--- src/logic/modem_regs_pkg.sv ---
// shared constants and carrier types for the receive status register group
// assumes a single 200 MHz clock domain and the serial register port pins
package modem_regs_pkg;

	// ==========================================================
	// register addresses (7-bit serial port address)
	localparam logic [6:0] ADDR_HOST_PTR     = 7'h0D;
	localparam logic [6:0] ADDR_RX_BASE      = 7'h0F;
	localparam logic [6:0] ADDR_LAST_START   = 7'h10;
	localparam logic [6:0] ADDR_IRQ_MASK     = 7'h11;
	localparam logic [6:0] ADDR_IRQ_FLAGS    = 7'h12;
	localparam logic [6:0] ADDR_RX_LEN       = 7'h13;
	localparam logic [6:0] ADDR_HDR_HIGH     = 7'h14;
	localparam logic [6:0] ADDR_HDR_LOW      = 7'h15;
	localparam logic [6:0] ADDR_PKT_HIGH     = 7'h16;
	localparam logic [6:0] ADDR_PKT_LOW      = 7'h17;
	localparam logic [6:0] ADDR_MODEM_STATE  = 7'h18;
	localparam logic [6:0] ADDR_STEP         = 7'h01;

	// ==========================================================
	// reset values and counter constants
	localparam logic [7:0] RST_HOST_PTR      = 8'h00;
	localparam logic [7:0] RST_RX_BASE       = 8'h00;
	localparam logic [7:0] RST_IRQ_MASK      = 8'h00;
	localparam logic [7:0] RST_IRQ_FLAGS     = 8'h00;
	localparam logic [7:0] RST_UNMAPPED      = 8'h00;
	localparam logic [15:0] COUNT_MAX        = 16'hFFFF;
	localparam logic [15:0] COUNT_ONE        = 16'h0001;
	localparam logic [15:0] COUNT_ZERO       = 16'h0000;

	// ==========================================================
	// field positions
	localparam int FLAG_RX_TIMEOUT   = 7;
	localparam int FLAG_RX_DONE      = 6;
	localparam int FLAG_CHECK_FAIL   = 5;
	localparam int FLAG_HEADER_OK    = 4;
	localparam int FLAG_TX_DONE      = 3;
	localparam int FLAG_SCAN_DONE    = 2;
	localparam int FLAG_HOP_CHANNEL  = 1;
	localparam int FLAG_ACT_FOUND    = 0;
	localparam int CODE_RATE_LSB     = 5;
	localparam int MODEM_CLEAR_BIT   = 4;
	localparam int SPI_WRITE_BIT     = 7;
	localparam logic [2:0] SPI_LAST_BIT = 3'h7;
	localparam logic [2:0] SPI_FIRST_BIT = 3'h0;

	// ==========================================================
	// carrier types
	typedef struct packed {
		logic receive_timeout_flag;
		logic reception_complete_flag;
		logic payload_check_fail_flag;
		logic header_ok_flag;
		logic transmit_complete_flag;
		logic activity_scan_done_flag;
		logic hop_channel_flag;
		logic activity_found_flag;
	} irq_events_t;

	typedef struct packed {
		logic [7:0] last_packet_start;
		logic [7:0] rx_payload_byte_count;
		logic [2:0] received_code_rate;
		logic [4:0] modem_state_bits;
	} rx_report_t;

	typedef struct packed {
		logic sck;
		logic nss_b;
		logic mosi;
	} spi_pins_t;

	typedef struct packed {
		logic sleep;
		logic rx_mode;
	} op_mode_t;

	localparam rx_report_t RST_REPORT = '{8'h00, 8'h00, 3'h0, 5'h10};
	localparam spi_pins_t  RST_PINS   = '{1'b0, 1'b1, 1'b0};

	typedef enum logic [1:0] {
		SPI_IDLE = 2'b00,
		SPI_ADDR = 2'b01,
		SPI_DATA = 2'b11
	} spi_phase_t;

endpackage : modem_regs_pkg

--- src/logic/pin_sync.sv ---
// two-flop synchroniser for the serial port pins
// assumes pins are asynchronous to clk_in
module pin_sync
	import modem_regs_pkg::*;
(
	input  wire logic      clk_in,
	input  wire logic      rst_b_in,
	input  wire spi_pins_t pins_in,
	output spi_pins_t      pins_out
);
	import modem_regs_pkg::*;

	spi_pins_t stage1_q;
	spi_pins_t stage2_q;

	// ==========================================================
	// first stage feeds only the second
	always_ff @(posedge clk_in) begin
		if (!rst_b_in) begin
			stage1_q <= RST_PINS;
			stage2_q <= RST_PINS;
		end else begin
			stage1_q <= pins_in;
			stage2_q <= stage1_q;
		end
	end

	assign pins_out = stage2_q;

endmodule : pin_sync

--- src/logic/sat_counter.sv ---
// 16-bit saturating event counter with synchronous clear
// assumes inc_in is a one-cycle pulse on clk_in
module sat_counter
	import modem_regs_pkg::*;
(
	input  wire logic        clk_in,
	input  wire logic        rst_b_in,
	input  wire logic        clear_in,
	input  wire logic        inc_in,
	output logic [15:0]      count_out
);
	import modem_regs_pkg::*;

	logic [15:0] count_q;

	// ==========================================================
	// clear beats increment; stop at the top
	always_ff @(posedge clk_in) begin
		if (!rst_b_in) begin
			count_q <= COUNT_ZERO;
		end else if (clear_in) begin
			count_q <= COUNT_ZERO;
		end else if (inc_in && (count_q != COUNT_MAX)) begin
			count_q <= count_q + COUNT_ONE;
		end
	end

	assign count_out = count_q;

endmodule : sat_counter

--- src/logic/modem_irq_rx_status_regs.sv ---
// receive status register group behind the serial register port
// assumes modem events are one-cycle pulses and reports are levels on clk_in
//
// What this block does
// - A read/write receive base pointer, reset to zero, tells the demodulator where to store payload.
// - A read-only register shows where the last received packet starts in the buffer.
// - Eight read/write mask bits, reset to zero, each hide the interrupt indication of one flag.
// - Flag bits are timeout, done, check fail, header ok, transmit done, scan done, hop, activity from bit 7 down.
// - A flag clears only when the host writes a one to it, zeros change nothing, and all reset to zero.
// - A read-only register shows the payload byte count of the last packet.
// - A 16-bit valid-header count is readable as a high and a low byte.
// - A 16-bit valid-packet count is readable as a high and a low byte.
// - Both counts go to zero while the modem is in Sleep.
// - Status bits 7 to 5 show the coding rate of the last header received.
// - Status bit 4 shows modem clear and reads one after reset.
// - Status bits 3 to 0 show header valid, receive on-going, synchronised and detected, zero after reset.
// - A host-writable pointer selects the buffer location that payload access through the port uses.
module modem_irq_rx_status_regs
	import modem_regs_pkg::*;
(
	input  wire logic                     clk_in,
	input  wire logic                     rst_b_in,
	input  wire modem_regs_pkg::spi_pins_t spi_in,
	output logic                          miso_out,
	output logic                          miso_oe_out,
	input  wire modem_regs_pkg::irq_events_t events_in,
	input  wire modem_regs_pkg::rx_report_t  report_in,
	input  wire modem_regs_pkg::op_mode_t    mode_in,
	output logic [7:0]                    rx_buffer_base_out,
	output logic [7:0]                    host_buffer_pointer_out,
	output modem_regs_pkg::irq_events_t   irq_pending_out
);
	import modem_regs_pkg::*;

	spi_pins_t   pins_s;
	logic        sck_prev_q;
	logic        sck_rise;
	logic        sck_fall;
	spi_phase_t  phase_q;
	logic [2:0]  bit_cnt_q;
	logic [7:0]  shift_in_q;
	logic [7:0]  shift_next;
	logic [7:0]  shift_out_q;
	logic        miso_q;
	logic        write_q;
	logic [6:0]  addr_q;
	logic        byte_done;
	logic [6:0]  rd_addr;
	logic [7:0]  rd_data;
	logic        wr_stb;
	logic [7:0]  rx_base_q;
	logic [7:0]  host_ptr_q;
	logic [7:0]  irq_mask_q;
	irq_events_t irq_flags_q;
	irq_events_t flag_clear;
	rx_report_t  report_q;
	logic        rx_mode_prev_q;
	logic        count_clear;
	logic        packet_ok;
	logic [15:0] header_count;
	logic [15:0] packet_count;

	// ==========================================================
	// pin synchronisation and clock edges
	pin_sync u_pin_sync (
		.clk_in   (clk_in),
		.rst_b_in (rst_b_in),
		.pins_in  (spi_in),
		.pins_out (pins_s)
	);

	always_ff @(posedge clk_in) begin
		if (!rst_b_in) begin
			sck_prev_q <= 1'b0;
		end else begin
			sck_prev_q <= pins_s.sck;
		end
	end

	assign sck_rise   = pins_s.sck & ~sck_prev_q & ~pins_s.nss_b;
	assign sck_fall   = ~pins_s.sck & sck_prev_q & ~pins_s.nss_b;
	assign shift_next = {shift_in_q[6:0], pins_s.mosi};
	assign byte_done  = sck_rise && (bit_cnt_q == SPI_LAST_BIT);

	// ==========================================================
	// frame phase: address byte then data bytes
	always_ff @(posedge clk_in) begin
		if (!rst_b_in) begin
			phase_q <= SPI_IDLE;
		end else if (pins_s.nss_b) begin
			phase_q <= SPI_IDLE;
		end else begin
			case (phase_q)
				SPI_IDLE: begin
					phase_q <= SPI_ADDR;
				end
				SPI_ADDR: begin
					if (byte_done) begin
						phase_q <= SPI_DATA;
					end
				end
				SPI_DATA: begin
					phase_q <= SPI_DATA;
				end
				default: begin
					phase_q <= SPI_IDLE;
				end
			endcase
		end
	end

	// ==========================================================
	// receive shifter and bit count
	always_ff @(posedge clk_in) begin
		if (!rst_b_in) begin
			bit_cnt_q  <= SPI_FIRST_BIT;
			shift_in_q <= 8'h00;
		end else if (pins_s.nss_b) begin
			bit_cnt_q  <= SPI_FIRST_BIT;
			shift_in_q <= 8'h00;
		end else if (sck_rise) begin
			bit_cnt_q  <= bit_cnt_q + 3'h1;
			shift_in_q <= shift_next;
		end
	end

	// ==========================================================
	// address capture and burst increment
	always_ff @(posedge clk_in) begin
		if (!rst_b_in) begin
			write_q <= 1'b0;
			addr_q  <= 7'h00;
		end else if (byte_done && (phase_q == SPI_ADDR)) begin
			write_q <= shift_next[SPI_WRITE_BIT];
			addr_q  <= shift_next[6:0];
		end else if (byte_done && (phase_q == SPI_DATA)) begin
			addr_q  <= addr_q + ADDR_STEP;
		end
	end

	assign wr_stb  = byte_done && (phase_q == SPI_DATA) && write_q;
	assign rd_addr = (phase_q == SPI_ADDR) ? shift_next[6:0] : addr_q + ADDR_STEP;

	// ==========================================================
	// read multiplexer; unmapped addresses read zero
	always_comb begin
		rd_data = RST_UNMAPPED;
		case (rd_addr)
			ADDR_HOST_PTR:    rd_data = host_ptr_q;
			ADDR_RX_BASE:     rd_data = rx_base_q;
			ADDR_LAST_START:  rd_data = report_q.last_packet_start;
			ADDR_IRQ_MASK:    rd_data = irq_mask_q;
			ADDR_IRQ_FLAGS:   rd_data = irq_flags_q;
			ADDR_RX_LEN:      rd_data = report_q.rx_payload_byte_count;
			ADDR_HDR_HIGH:    rd_data = header_count[15:8];
			ADDR_HDR_LOW:     rd_data = header_count[7:0];
			ADDR_PKT_HIGH:    rd_data = packet_count[15:8];
			ADDR_PKT_LOW:     rd_data = packet_count[7:0];
			ADDR_MODEM_STATE: rd_data = {report_q.received_code_rate, report_q.modem_state_bits};
			default:          rd_data = RST_UNMAPPED;
		endcase
	end

	// ==========================================================
	// transmit shifter: load at byte end, shift on falling edge
	always_ff @(posedge clk_in) begin
		if (!rst_b_in) begin
			shift_out_q <= 8'h00;
			miso_q      <= 1'b0;
		end else if (pins_s.nss_b) begin
			shift_out_q <= 8'h00;
			miso_q      <= 1'b0;
		end else if (byte_done) begin
			shift_out_q <= rd_data;
		end else if (sck_fall) begin
			miso_q      <= shift_out_q[7];
			shift_out_q <= {shift_out_q[6:0], 1'b0};
		end
	end

	assign miso_out    = miso_q;
	assign miso_oe_out = ~pins_s.nss_b;

	// ==========================================================
	// host-written control registers
	always_ff @(posedge clk_in) begin
		if (!rst_b_in) begin
			rx_base_q <= RST_RX_BASE;
		end else if (wr_stb && (addr_q == ADDR_RX_BASE)) begin
			rx_base_q <= shift_next;
		end
	end

	always_ff @(posedge clk_in) begin
		if (!rst_b_in) begin
			host_ptr_q <= RST_HOST_PTR;
		end else if (wr_stb && (addr_q == ADDR_HOST_PTR)) begin
			host_ptr_q <= shift_next;
		end
	end

	always_ff @(posedge clk_in) begin
		if (!rst_b_in) begin
			irq_mask_q <= RST_IRQ_MASK;
		end else if (wr_stb && (addr_q == ADDR_IRQ_MASK)) begin
			irq_mask_q <= shift_next;
		end
	end

	assign rx_buffer_base_out      = rx_base_q;
	assign host_buffer_pointer_out = host_ptr_q;

	// ==========================================================
	// sticky flags, write one to clear, new event wins
	assign flag_clear = (wr_stb && (addr_q == ADDR_IRQ_FLAGS)) ? irq_events_t'(shift_next) : irq_events_t'(8'h00);

	always_ff @(posedge clk_in) begin
		if (!rst_b_in) begin
			irq_flags_q <= irq_events_t'(RST_IRQ_FLAGS);
		end else begin
			irq_flags_q <= (irq_flags_q & ~flag_clear) | events_in;
		end
	end

	assign irq_pending_out = irq_flags_q & ~irq_events_t'(irq_mask_q);

	// ==========================================================
	// modem report capture
	always_ff @(posedge clk_in) begin
		if (!rst_b_in) begin
			report_q <= RST_REPORT;
		end else begin
			report_q <= report_in;
		end
	end

	// ==========================================================
	// header and packet counters
	always_ff @(posedge clk_in) begin
		if (!rst_b_in) begin
			rx_mode_prev_q <= 1'b0;
		end else begin
			rx_mode_prev_q <= mode_in.rx_mode;
		end
	end

	assign count_clear = mode_in.sleep | (mode_in.rx_mode & ~rx_mode_prev_q);
	assign packet_ok   = events_in.reception_complete_flag & ~events_in.payload_check_fail_flag;

	sat_counter u_header_count (
		.clk_in    (clk_in),
		.rst_b_in  (rst_b_in),
		.clear_in  (count_clear),
		.inc_in    (events_in.header_ok_flag),
		.count_out (header_count)
	);

	sat_counter u_packet_count (
		.clk_in    (clk_in),
		.rst_b_in  (rst_b_in),
		.clear_in  (count_clear),
		.inc_in    (packet_ok),
		.count_out (packet_count)
	);

endmodule : modem_irq_rx_status_regs

--- config.mk ---
export PLATFORM = sky130hd
export DESIGN_NAME = modem_irq_rx_status_regs
export DESIGN_NICKNAME = d
export VERILOG_FILES = /design/src/logic/modem_regs_pkg.sv /design/src/logic/pin_sync.sv /design/src/logic/sat_counter.sv /design/src/logic/modem_irq_rx_status_regs.sv
export SDC_FILE = /design/constraint.sdc
export NUM_CORES = 1
export LEC_CHECK = 0
export BUFFER_PORTS_ARGS = -buffer_cell sky130_fd_sc_hd__buf_2
export CORE_UTILIZATION = 28
export CTS_CLUSTER_SIZE = 8
export DETAILED_ROUTE_END_ITERATION = 8
export PLACE_DENSITY = 0.53
export SETUP_SLACK_MARGIN = 0.15
export SLEW_MARGIN = 20
export SYNTH_ARGS = -nofsm -noshare
export SYNTH_HDL_FRONTEND = slang
export SYNTH_SLANG_ARGS = --single-unit
--- constraint.sdc ---
create_clock -name clk_in -period 3.3 [get_ports clk_in]
set_clock_uncertainty 0.15 [all_clocks]
set_input_delay 0.66 -clock clk_in [delete_from_list [all_inputs] [get_ports clk_in]]
set_output_delay 0.66 -clock clk_in [all_outputs]
set_load 0.02 [all_outputs]
==> Word level (Yosys, flattened, before mapping) <==
Index checks and enable logic that the tools add are counted.
{ "word_totals": {"regBits": 125, "out_inout_bits": 26, "elab_cells": 101} }
{ "op_classes": {"addsub": 4, "n_mux": 9, "n_reduce_logical": 16, "eq_ne": 21, "bitwise_logic": 19} }
{ "ops": {"columns": ["op", "n"], "rows": [
  ["$pmux W8 S11", 1],
  ["$eq A7 B5 Y1 const B", 11],
  ["$add A16 B1 Y16 const B", 2],
  ["$ne A16 B16 Y1 const B", 2],
  ["$eq A7 B4 Y1 const B", 4],
  ["$mux W8", 3],
  ["$mux W7", 3],
  ["$and A8 B8 Y8", 2],
  ["$not A8 Y8", 2],
  ["$logic_and A1 B1 Y1", 10],
  ["$or A8 B8 Y8", 1],
  ["$add A7 B1 Y7 const B", 1],
  ["$not A1 Y1", 7],
  ["$and A1 B1 Y1", 6],
  ["$pmux W2 S3", 1],
  ["$reduce_bool A2 Y1", 2],
  ["$reduce_or A2 Y1", 2],
  ["$add A3 B1 Y3 const B", 1],
  ["$eq A3 B3 Y1 const B", 1],
  ["$eq A2 B1 Y1 const B", 1],
  ["$eq A2 B2 Y1 const B", 1],
  ["$logic_not A2 Y1", 1],
  ["$mux W2", 1],
  ["$ne A2 B2 Y1 const B", 1],
  ["2 further kinds", 2]
]} }

==> Longest topological paths before layout <==
{ "depth": {"depth_word": 11, "depth_mapped": 11, "ltp_nobuf": 9} }

==> Cells and area by module <==
From an unflattened synthesis, not the netlist that was laid out.
{ "hier_totals": {"hier_cells": 706, "area_unflattened_um2": 6397.4} }
{ "by_module_without_submodules": {"columns": ["mod", "seq_area_each_um2", "n_inst", "cells_each", "area_each_um2"], "rows": [
  ["modem_irq_rx_status_regs", 1741.7, 1, 512, 4510.6],
  ["sat_counter", 320.3, 2, 91, 864.6],
  ["pin_sync", 120.1, 1, 12, 157.7]
]} }

==> Worst setup path after synthesis <==
No wires, ideal clock.
{ "synth_timing": {"path_kind": "register to register", "startpoint": "register addr_q[0]", "endpoint": "register shift_out_q[0]", "period_less_slack_ps": 2553, "t_arrival_ps": 2317, "setup_time_ps": 86, "setup_slack_ps": 747, "n_path_buf": 1, "path_stages_with_launch": 11, "path_cell_list": "dfxtp_1 -> inv_1 -> ha_1 -> inv_1 -> o31ai_1 -> buf_2 -> a22oi_1 -> nand2_1 -> a32o_1 -> nand3_1 -> a221oi_2"} }
{ "synth_between": {"elab_chain_cells": 5, "elab_cells_between_ends": 15, "cone_classes": "add/sub: 1; eq/ne: 11; mux: 3"} }
{ "synth_lines": {"columns": ["element", "line_no", "rtl"], "rows": [
  ["start, declared", "modem_irq_rx_status_regs.sv:46", "logic [6:0] addr_q;"],
  ["start signal, assigned", "modem_irq_rx_status_regs.sv:135", "addr_q <= shift_next[6:0];"],
  ["start signal, assigned", "modem_irq_rx_status_regs.sv:137", "addr_q <= addr_q + ADDR_STEP;"],
  ["$add A7 B1 Y7 (*)", "modem_irq_rx_status_regs.sv:142", "assign rd_addr = (phase_q == SPI_ADDR) ? shift_next[6:0] : addr_q + ADDR_STEP;"],
  ["$mux W7 (*)", "modem_irq_rx_status_regs.sv:142", null],
  ["$eq A7 B5 Y1 / $eq A7 B4 Y1 (equally long branches)", "modem_irq_rx_status_regs.sv:148", "case (rd_addr)"],
  ["$pmux W8 S11 (*)", "modem_irq_rx_status_regs.sv:148", null],
  ["$mux W8 (*)", "modem_irq_rx_status_regs.sv:173", "end else if (byte_done) begin"],
  ["end signal, assigned", "modem_irq_rx_status_regs.sv:174", "shift_out_q <= rd_data;"],
  ["end signal, assigned", "modem_irq_rx_status_regs.sv:177", "shift_out_q <= {shift_out_q[6:0], 1'b0};"],
  ["end, declared", "modem_irq_rx_status_regs.sv:43", "logic [7:0] shift_out_q;"]
]} }
Every way passes the cells marked *; elsewhere a longest branch is shown, timed or not.
A chain may end at the register's enable or synchronous reset.

==> Worst setup path after layout <==
{ "layout_timing": {"startpoint": "register addr_q[1]", "endpoint": "register shift_out_q[1]"} }
The elaborated chain is that of the path after synthesis.

==> qor.txt <==
Clk_lat worst skew: 0.43 ns
Initial Util: 0.286
CTS Buf Count: 17
Syn_nets: 725
Tmin final: 2.82 ns
Die ar.: 22000 µm²
Largest family of logic cells by synthesized area: simple AND/OR/NAND/NOR gates
Vias in the first global route: 4771
Top_reg_cell synth: dfxtp_1
Max Root-Sink Buffers: 2
Worst Setup End Kind: register
Global-route wire length before repair: 26700 µm
Post-Synth XOR/XNOR Area: 0.0468
WP data arrival: 2.97 ns
Vias: 4984
Seq cells post-synth: 125
TNS Setup: 0 ns
Most frequent cells in the layout: 125 x dfxtp_1, 69 x nand2_1, 64 x buf_2, 52 x nor2_1, 34 x nand3_1
DRC Markers: 0
Hold Fails Final Rpt: 0
1st-pass router iterations: 7
Fmax: 355 MHz
Reg clk slew, reported paths: 0.07 ns
Power Density: 487 nW/µm²
WHS Endpoint: u_pin_sync.pins_out[1]$_SDFF_PN1_
Worst-path fanout max: 16
EDFF count, synth: 0
Largest net degree at the start of global routing: 57
Avg Cell Area, Syn: 8.81 µm²
HPWL Detailed: 12400 µm
Number of setup violations in the final report: 0
Max cap viols: 0
Placed cell area: 6610 µm²
Final ANT Viol Nets: 0
Ant diodes: 0
Largest delay share family, worst path: simple AND/OR/NAND/NOR gates
Setup bufs post-CTS: 0
Share of layout cells above drive strength 1: 0.184
Startpoint types: register
Die Y-Extent: 148 µm
Routed WL: 16800 µm
Leakage power: 0.00271 µW
Initial drt markers: 322
Grt total ovfl: 0
Mux cell area share after synthesis: 0.0544
Routability Congestion: 0.811
Post-Syn Instances: 679
Final instance area: 7180 µm²
CTS H-tree lvls: 4
Area of the mapped netlist: 5980 µm²
Hold_sp: u_pin_sync.stage1_q[1]$_SDFF_PN1_
Slew @ Worst Pin: 0.690 ns
Clock sink count: 125
Post-synthesis sequential area ratio: 0.418
Routed wire per std cell: 16.3 µm
Most used cell, CP: and3_1
Hold_buf cts: 0
Final net count: 784
Distinct cells, synth: 69
Global-route usage over all layers: 0.159
Synth Area in Compound Gates: 0.173
Largest stage delay on the critical path: 0.38 ns
Clock tree from TritonCTS: built
Critical path, cell by cell: ha_1 > and3_1 > a31o_2 > or3_1 > and3_1 > and3_1 > a2111oi_2 > a211oi_1
Worst Hold Depth: 1
YS warnings: 0
Adder-Cell Fraction of Synth Area: 0.0146
Maximum vdd drop: 0.326 mV
Ys async rst share: 0
Clock Tree Root: clkbuf_16
Antenna violations before repair: 0
FF-to-FF Start: addr_q[1]$_SDFFE_PN0P_
CP Class: reg2reg
Core ar.: 21000 µm²
Reg2reg setup slack: 0.48 ns
Final period util: 0.853
Critical Path RT: 3.45 ns
Die Wd: 148 µm
Synth-to-layout area growth: 19.9%
Final Max Slew Viols: 0
Core Rows: 53
Worst Hold Class: reg2reg
Status: completed
FF-to-FF End: shift_out_q[1]$_SDFFE_PP0P_
Slowest CP cell: a2111oi_2
Buf/Inv on CP: 0
Vias per cell: 4.86
Worst-case reg-to-reg path depth: 8
I/O pin count: 65
Commonest non-fill, non-tap cell in the layout: dfxtp_1
Slew margin rel.: 0.539
Port bufs: 64
Unrepaired setup endpoints after global routing: false
Post-CTS sizing: 0
Synth Area in Simple Gates: 0.254
==> stage by stage <==
stage	hold WS, ns	power, µW	utilization	std cells	setup slack [ns]
2_1_floorplan	0.236	1660	-	679	0.747
3_3_place_gp	0.249	1730	0.315	994	0.588
3_5_place_dp	0.249	1730	0.315	994	0.527
4_1_cts	0.258	3540	0.342	1026	0.496
5_1_grt	0.265	3620	0.342	1026	0.253
6_report	0.253	3500	0.342	1026	0.484
==> cells by family after synthesis <==
logic type	count (synthesis)
DFF	125
and+or+nand+nor	288
buffers and inverters	55
adders and majority gates	7
AOI/OAI and AO/OA	140
muxes	32
xor gates and xnor gates	32
==> synth_stat cells, types with 5 or more instances <==
cell | n | area (µm²)
mux2i_1 | 30 | 300
a21boi_0 | 20 | 150
inv_1 | 12 | 45.0
o31ai_1 | 5 | 37.5
a222oi_1 | 5 | 50.1
nand2b_1 | 9 | 56.3
nor2b_1 | 31 | 194
o21ai_0 | 22 | 110
buf_2 | 12 | 60.1
xnor2_1 | 20 | 175
a22oi_1 | 15 | 113
o21a_1 | 11 | 82.6
and3_1 | 11 | 68.8
a21oi_1 | 26 | 130
nand2_1 | 69 | 259
nand4_1 | 7 | 43.8
dfxtp_1 | 125 | 2500
ha_1 | 7 | 87.6
clkbuf_1 | 28 | 105
nor2_1 | 52 | 195
and2_1 | 32 | 200
nor3_1 | 12 | 60.1
xor2_1 | 12 | 105
nand3_1 | 34 | 170
==> state kept, by name, summed over array words and instances (netlist names) <==
signal and cells:
addr_q 7, bit_cnt_q 3, host_buffer_pointer_out 8, irq_flags_q 8, irq_mask_q 8, miso_out 1
phase_q 2, report_q 24, rx_buffer_base_out 8, rx_mode_prev_q 1, sck_prev_q 1, shift_in_q 7
shift_out_q 8, u_header_count.count_out 16, u_packet_count.count_out 16, u_pin_sync.pins_out 3, u_pin_sync.stage1_q 3, write_q 1
==> routing by layer <==
layer / share of wire / track usage / wire [µm] / vias up
li1: - / - / - / 2506
met1: 0.47 / 0.205 / 7950 / 2368
met2: 0.48 / 0.260 / 7990 / 86
met3: 0.032 / 0.0371 / 543 / 24
met4: 0.016 / 0.0536 / 274 / 0
met5: 0 / 0 / 0 / -
==> worst max-delay path by stage <==
stage                                 from                     endpoint  slack, ns  cells past startpoint
global placement    addr_q[0]$_SDFFE_PN0P_  shift_out_q[1]$_SDFFE_PP0P_       0.59                      8
finish              addr_q[1]$_SDFFE_PN0P_  shift_out_q[1]$_SDFFE_PP0P_       0.48                      8
floorplan           addr_q[0]$_SDFFE_PN0P_  shift_out_q[0]$_SDFFE_PP0P_       0.75                     10
global route        addr_q[1]$_SDFFE_PN0P_  shift_out_q[5]$_SDFFE_PP0P_       0.25                      8
detailed placement  addr_q[1]$_SDFFE_PN0P_  shift_out_q[1]$_SDFFE_PP0P_       0.53                      8
CTS                 addr_q[0]$_SDFFE_PN0P_  shift_out_q[1]$_SDFFE_PP0P_       0.50                      8
==> final cells by class <==
class	count	area [µm²]
clock inverter	12	114
clock buffer	20	457
multi-input combinational	499	3250
tap	275	344
inverter	12	45.0
fill	2236	13800
timing repair buffer	83	463
sequential	125	2500
==> power breakdown <==
group | leakage [µW] | internal, µW | total, µW | switching (µW)
clock network | 0.000269 | 1080 | 1810 | 727
registers | 0.00102 | 1540 | 1560 | 24.2
logic | 0.00142 | 59.6 | 128 | 68.1
(Power assumes the default switching activity.)
